<file path="src/seq_step_defs.svh">
// Constants for the step-twelve sequencer configuration register.
// Assumes Avalon-MM byte addressing with 32-bit data words.
//
// Functional notes
// Bit 15 enables step twelve in sequence
// Bits 14:13 gain: 0=x1, 1=x2, 2/3=x4
// Bit 4 negative: 0 ground, 1 input seven
// Bits 3:0 codes 0-7 pick inputs 0-7
// Codes 8-15 internal sources, negative paired automatically
// Auto-paired codes ignore the negative select bit
// Register at 9Ch, resets to 000Ch
// Disabled step is skipped, enabled step applies selections
`ifndef SEQ_STEP_DEFS_SVH
`define SEQ_STEP_DEFS_SVH

`define SEQ_CFG_ADDR   8'h9C
`define SEQ_STAT_ADDR  8'hA0
`define SEQ_CFG_RESET  16'h000C
`define SEQ_CFG_WMASK  16'hE01F
`define SEQ_EN_BIT     15
`define SEQ_GAIN_HI    14
`define SEQ_GAIN_LO    13
`define SEQ_NEG_BIT    4
`define SEQ_POS_HI     3
`define SEQ_POS_LO     0
`define SEQ_AUTO_BIT   3
`define SEQ_CNT_RESET  8'h00

`endif

</file>
<file path="src/seq_step_pkg.sv">
// Types shared by the step-twelve configuration block.
// Assumes seq_step_defs.svh supplies the numeric constants.
`default_nettype none
package seq_step_pkg;

   typedef enum logic [1:0] {GAIN_X1, GAIN_X2, GAIN_X4} gain_e;

   typedef enum logic [1:0]
   {
      NEG_GROUND,
      NEG_INPUT_SEVEN,
      NEG_AUTO
   } neg_src_e;

   // Field layout of the 16-bit configuration word
   typedef struct packed
   {
      logic       seq_step_enable_bit;
      logic [1:0] seq_step_gain_sel;
      logic [7:0] rsvd;
      logic       seq_step_neg_input_sel;
      logic [3:0] seq_step_pos_input_sel;
   } cfg_s;

   // Selections handed to the converter front end
   typedef struct packed
   {
      logic [3:0] pos;
      neg_src_e   neg;
      gain_e      gain;
   } route_s;

   typedef struct packed
   {
      cfg_s        cfg;
      logic        ack;
      logic [31:0] rdata;
      route_s      route;
      logic        active;
      logic        skip;
      logic [7:0]  run_cnt;
      logic [7:0]  skip_cnt;
   } top_state_s;

endpackage
`default_nettype wire

</file>
<file path="src/seq_step_cfg.sv">
// Step-twelve configuration register with Avalon-MM slave access.
// Assumes the sequencer engine pulses STEP_SELECT_IN on this clock
// when it reaches step twelve; one-cycle waitrequest on every access.
`timescale 1ns/1ps
`default_nettype none
`include "seq_step_defs.svh"
module seq_step_cfg
   import seq_step_pkg::*;
(
   input  wire logic        CLK_IN,
   input  wire logic        RST_IN,
   input  wire logic [7:0]  AVS_ADDRESS_IN,
   input  wire logic        AVS_READ_IN,
   input  wire logic        AVS_WRITE_IN,
   input  wire logic [31:0] AVS_WRITEDATA_IN,
   input  wire logic [3:0]  AVS_BYTEENABLE_IN,
   output logic [31:0]      AVS_READDATA_OUT,
   output logic             AVS_WAITREQUEST_OUT,
   input  wire logic        STEP_SELECT_IN,
   output logic             STEP_ACTIVE_OUT,
   output logic             STEP_SKIP_OUT,
   output route_s           ROUTE_OUT
);

   top_state_s s;
   top_state_s next_s;
   route_s     decoded;
   logic       req;
   logic       hit_cfg;
   logic       hit_stat;
   logic [15:0] wval;

   ////////////////////////////////////////////////////////////////////
   // Decode

   step_route_decode u_decode
   (
      .cfg_in    (s.cfg),
      .route_out (decoded)
   );

   assign req      = AVS_READ_IN | AVS_WRITE_IN;
   assign hit_cfg  = AVS_ADDRESS_IN == `SEQ_CFG_ADDR;
   assign hit_stat = AVS_ADDRESS_IN == `SEQ_STAT_ADDR;

   // First cycle of a request always waits; registered read data
   // is then ready when waitrequest drops.
   assign AVS_WAITREQUEST_OUT = req & ~s.ack;
   assign AVS_READDATA_OUT    = s.rdata;
   assign STEP_ACTIVE_OUT     = s.active;
   assign STEP_SKIP_OUT       = s.skip;
   assign ROUTE_OUT           = s.route;

   ////////////////////////////////////////////////////////////////////
   // Next state

   always_comb
   begin
      next_s = s;
      wval   = s.cfg;
      next_s.ack    = req & ~s.ack;
      next_s.active = 1'b0;
      next_s.skip   = 1'b0;

      if (AVS_READ_IN && !s.ack)
      begin
         if (hit_cfg)
         begin
            next_s.rdata = {16'h0000, s.cfg};
         end
         else if (hit_stat)
         begin
            next_s.rdata = {16'h0000, s.run_cnt, s.skip_cnt};
         end
         else
         begin
            next_s.rdata = 32'h00000000;
         end
      end

      // Write lands at the edge where waitrequest is low
      if (AVS_WRITE_IN && s.ack && hit_cfg)
      begin
         if (AVS_BYTEENABLE_IN[0])
         begin
            wval[7:0] = AVS_WRITEDATA_IN[7:0];
         end
         if (AVS_BYTEENABLE_IN[1])
         begin
            wval[15:8] = AVS_WRITEDATA_IN[15:8];
         end
         // Reserved bits 12:5 never store, so they read as zero
         next_s.cfg = cfg_s'(wval & `SEQ_CFG_WMASK);
      end

      // Only an enabled step touches the front-end selects; a
      // disabled one leaves the previous step's routing in place.
      if (STEP_SELECT_IN)
      begin
         if (s.cfg.seq_step_enable_bit)
         begin
            next_s.active  = 1'b1;
            next_s.route   = decoded;
            next_s.run_cnt = s.run_cnt + 8'h01;
         end
         else
         begin
            next_s.skip     = 1'b1;
            next_s.skip_cnt = s.skip_cnt + 8'h01;
         end
      end
   end

   ////////////////////////////////////////////////////////////////////
   // State register

   always_ff @(posedge CLK_IN or posedge RST_IN)
   begin
      if (RST_IN)
      begin
         s.cfg      <= cfg_s'(`SEQ_CFG_RESET);
         s.ack      <= 1'b0;
         s.rdata    <= 32'h00000000;
         s.route    <= route_s'(8'h00);
         s.active   <= 1'b0;
         s.skip     <= 1'b0;
         s.run_cnt  <= `SEQ_CNT_RESET;
         s.skip_cnt <= `SEQ_CNT_RESET;
      end
      else
      begin
         s <= next_s;
      end
   end
endmodule
`default_nettype wire

</file>
<file path="src/step_route_decode.sv">
// Decoder from configuration word to converter input and gain selects.
// Purely combinational; assumes the caller registers the result.
`timescale 1ns/1ps
`default_nettype none
`include "seq_step_defs.svh"
module step_route_decode
   import seq_step_pkg::*;
(
   input  wire cfg_s   cfg_in,
   output route_s      route_out
);

   always_comb
   begin
      route_out.pos = cfg_in.seq_step_pos_input_sel;
      unique case (cfg_in.seq_step_gain_sel)
         2'h0: route_out.gain = GAIN_X1;
         2'h1: route_out.gain = GAIN_X2;
         2'h2: route_out.gain = GAIN_X4;
         2'h3: route_out.gain = GAIN_X4;
      endcase
      // Internal sources carry their own return path
      if (cfg_in.seq_step_pos_input_sel[`SEQ_AUTO_BIT])
      begin
         route_out.neg = NEG_AUTO;
      end
      else if (cfg_in.seq_step_neg_input_sel)
      begin
         route_out.neg = NEG_INPUT_SEVEN;
      end
      else
      begin
         route_out.neg = NEG_GROUND;
      end
   end

endmodule
`default_nettype wire

</file>
<file path="config.mk">
export PLATFORM = sky130hd
export DESIGN_NAME = seq_step_cfg
export DESIGN_NICKNAME = d
export VERILOG_FILES = /design/src/seq_step_pkg.sv /design/src/seq_step_cfg.sv /design/src/step_route_decode.sv
export VERILOG_INCLUDE_DIRS = /design/src
export SDC_FILE = /design/constraint.sdc
export NUM_CORES = 1
export LEC_CHECK = 0
export CAP_MARGIN = 10
export CELL_PAD_IN_SITES_DETAIL_PLACEMENT = 1
export CELL_PAD_IN_SITES_GLOBAL_PLACEMENT = 2
export CORE_UTILIZATION = 35
export CTS_BUF_LIST = sky130_fd_sc_hd__clkbuf_16
export CTS_CLUSTER_DIAMETER = 150
export DETAILED_ROUTE_END_ITERATION = 10
export DONT_BUFFER_PORTS = 1
export GPL_TIMING_DRIVEN = 0
export PLACE_DENSITY_LB_ADDON = 0.1
export SYNTH_ARGS = -nofsm -noshare
export SYNTH_HDL_FRONTEND = slang
export SYNTH_SLANG_ARGS = --single-unit
</file>
<file path="constraint.sdc">
create_clock -name CLK_IN -period 1.5 [get_ports CLK_IN]
set_input_delay 0.3 -clock CLK_IN [delete_from_list [all_inputs] [get_ports CLK_IN]]
set_output_delay 0.3 -clock CLK_IN [all_outputs]
set_load 0.005 [all_outputs]
</file>
==> impl_metrics.toml <==
[run_status]
status = "finished with violations"
violations = "DRC"

[global_route]
grt_usage_pct = 14.4
grt_pass1_vias = 1563
grt_max_degree = 42
grt_overflow = 0
antenna_found_initial = 0
grt_pass1_wl_mm = 7.96

[sta]
rsz0062_at_grt = "no"
setup-violations-final = 0
fin_crit_sh_pct = 91.4
max_freq_mhz = 729
finalSetupTns_ps = 0
setup_ws_ps = 129
finalHoldViolations = 0
skew_ps = 2.79
final-max-slew-violation-count = 0
fin_crit_ps = 1370

[clock_tree]
root_buffer = "clkbuf_16"
cts_buffers = 5
htreeDepth = 2
worst_skew_pair.late_latency_ps = 280
clock_sinks = 50
post_cts_buffers = 0
cts_tree = "done"
ctsLongestPathBuffers = 2
clkSlewWorstSetupHoldPaths_ps = 70

[critical_path]
worstPathArrival_ps = 1540
slowest_stage = "dfrtp_1"
crit_path_max_incr_delay_ps = 410
worstSetupPathType = "register to register"
worstPathCellList = "nand2b_4 -> clkbuf_4 -> and2_1 -> a221o_2"
cp-end-kind = "register"
cp_max_fo = 10
worst_setup_path_start_kind = "register"
worstPathRequired_ps = 1670
rrSetupSlack_ps = 130

[die]
fp.dieW_um = 84.3
dieArea_um2 = 7100
die_h_um = 84.3
io_pins = 92
core_area_um2 = 6460
start_util_pct = 36.7
rows = 29

[routing]
viasPerCell = 4.75
drtIter0Drc = 52
ant_nets = 0
drc = 8
wl_per_cell_um = 15.6
wl_mm = 4.63
vias = 1407
first_pass_iters = 7

[synthesis]
synth_cells = 194
syn_area_um2 = 2370
postSynthAreaPerCell_um2 = 12.2
synth.lib_cells_used.distinct = 31
ys_warn_count = 0
synth_area_leader_cell = "dfrtp_1"
yosysSeqAreaShare_pct = 52.9
synth_seq_cells = 50
synth_area_leaders = "dfrtp_1 (51%), buf_4 (13%), mux2_2 (7.1%), a22o_1 (3.0%), xor2_1 (3.0%)"
synth_top_area_share_pct = 50.7

[place]
post-dp-hpwl_mm = 3.49
place_ws_ps = -125
gp_congestion = 0.712
io_buffers = 0

[power]
cellLeakagePower_nw = 1.41
vdd_ir_drop_max_v = 0.000661
power.density_nw_per_um2 = 1140

[final_layout]
syn_to_final_growth_pct = 15.3
fillers = 695
drive_gt1_share_pct = 35.6
n_antenna_cell = 0
fin_nets = 269
regArea_um2 = 1250
multi_input_area_um2 = 831

[run]
drv_cap = 0

[worst_hold_path]
hold_path_class = "primary input to register"
## repair_timing
item	in CTS	in global routing
resized for setup	5	1
hold buffers	1	0
endpoints found under the setup margin	6	2
endpoints found under the hold margin	9	0
pin swaps	0	0
## through the flow
step	instance area [um2]	power [mW]	hold slack, ps	instances	util [%]
floorplan	2430	1.80	442	209	-
global placement	2520	1.87	453	286	39.1
detailed placement	2540	1.90	125	287	39.4
global route	2730	3.30	153	296	42.3
finish	2730	3.12	164	296	42.3
CTS	2730	3.17	156	296	42.2
## worst max-delay path: cells and delay by family, from the launching register on
family	cells	cell delay [ps]
flops	1	410
simple gates	2	360
compound gates	1	290
buf+inv	1	190
## placed cells by master (no fill, tap or decap), drive strengths merged
master        n
nand3b        2
buf          44
a221o         8
nor4b         2
mux2         15
o21ai         3
nand4         6
nor3          4
conb         16
a22o          8
nand2        10
xnor2         5
bufinv        1
and2          9
clkbuf        6
dfstp         2
nand2b        3
dlygate4sd3   1
nand3         1
ha            2
clkinv        2
dfrtp        48
or3           1
nor2          5
nor2b         1
inv           3
and4b         3
xor2          8
## area by class of cell
type	instances	share of cell area (%)
buffer	44	12.6
clock inverter	3	1.47
sequential	50	45.9
timing repair buffer	2	1.10
inverter	3	0.412
clock buffer	5	4.58
tap	77	3.53
multi-input combinational	112	30.4
## where the power goes
| part | total [mW] | leakage, nW | switching [mW] | internal (mW) |
|---|---|---|---|---|
| Clock | 1.25 | 0.0836 | 0.469 | 0.780 |
| Combinational | 0.280 | 0.650 | 0.136 | 0.144 |
| Sequential | 1.59 | 0.675 | 0.140 | 1.45 |
| Total | 3.12 | 1.41 | 0.745 | 2.38 |
## flip-flops by register name, indices dropped and copies added, names as in the netlist
register	cells
s	25
STEP_ACTIVE_OUT	1
ROUTE_OUT	7
AVS_READDATA_OUT	16
STEP_SKIP_OUT	1
## kinds of logic (layout without fill, tap and decap cells)
logic type,Yosys count,count (layout),share of synthesized area [%]
flops,50,50,52.9
simple gates,47,47,12.0
buf+inv,47,57,14.8
compound gates,19,19,7.07
mux,15,15,7.13
xor+xnor,13,13,4.80
fa+ha+maj,2,2,1.06
other cells,1,16,0.158
## synthesized netlist by cell type
| cell | n |
|---|---|
| dfrtp_1 | 48 |
| nor4b_1 | 1 |
| nand2b_1 | 3 |
| buf_4 | 40 |
| mux2_2 | 15 |
| buf_2 | 1 |
| inv_1 | 3 |
| clkbuf_1 | 1 |
| nor2b_1 | 1 |
| a221o_2 | 2 |
| nor4b_4 | 1 |
| a221o_1 | 6 |
| buf_12 | 1 |
| conb_1 | 1 |
| o21ai_0 | 3 |
| xor2_1 | 8 |
| and2_1 | 9 |
| nor3_1 | 4 |
| dfstp_2 | 2 |
| nor2_1 | 5 |
| nand2_1 | 10 |
| and4b_2 | 1 |
| and4b_1 | 2 |
| or3_1 | 1 |
| a22o_1 | 8 |
| xnor2_1 | 5 |
| buf_6 | 1 |
| nand3_1 | 1 |
| nand4_1 | 6 |
| ha_1 | 2 |
| nand3b_1 | 2 |
## final timing paths
kind / from / end / cells after the start
max in group asynchronous: RST_IN / s[61]$_DFFE_PP1P_ / 3
worst min-delay path: AVS_WRITEDATA_IN[1] / s[60]$_DFFE_PP0P_ / 1
worst min register to register: s[15]$_DFFE_PP0P_ / s[15]$_DFFE_PP0P_ / 1
min in group asynchronous: RST_IN / AVS_READDATA_OUT[7]$_DFFE_PP0P_ / 2
worst max register to register: s[58]$_DFF_PP0_ / AVS_READDATA_OUT[0]$_DFFE_PP0P_ / 4
worst max-delay path: s[58]$_DFF_PP0_ / AVS_READDATA_OUT[0]$_DFFE_PP0P_ / 4
## routing by layer
metal | vias up | track usage [%] | share of wire, % | wire length [um]
li1 | 663 | - | - | -
met1 | 697 | 18.8 | 47 | 2160
met2 | 45 | 23.6 | 48 | 2200
met3 | 2 | 4.33 | 5.3 | 247
met4 | 0 | 3.76 | 0.52 | 24
met5 | - | 0 | 0 | 0
Power figures use the tool's default switching activity.
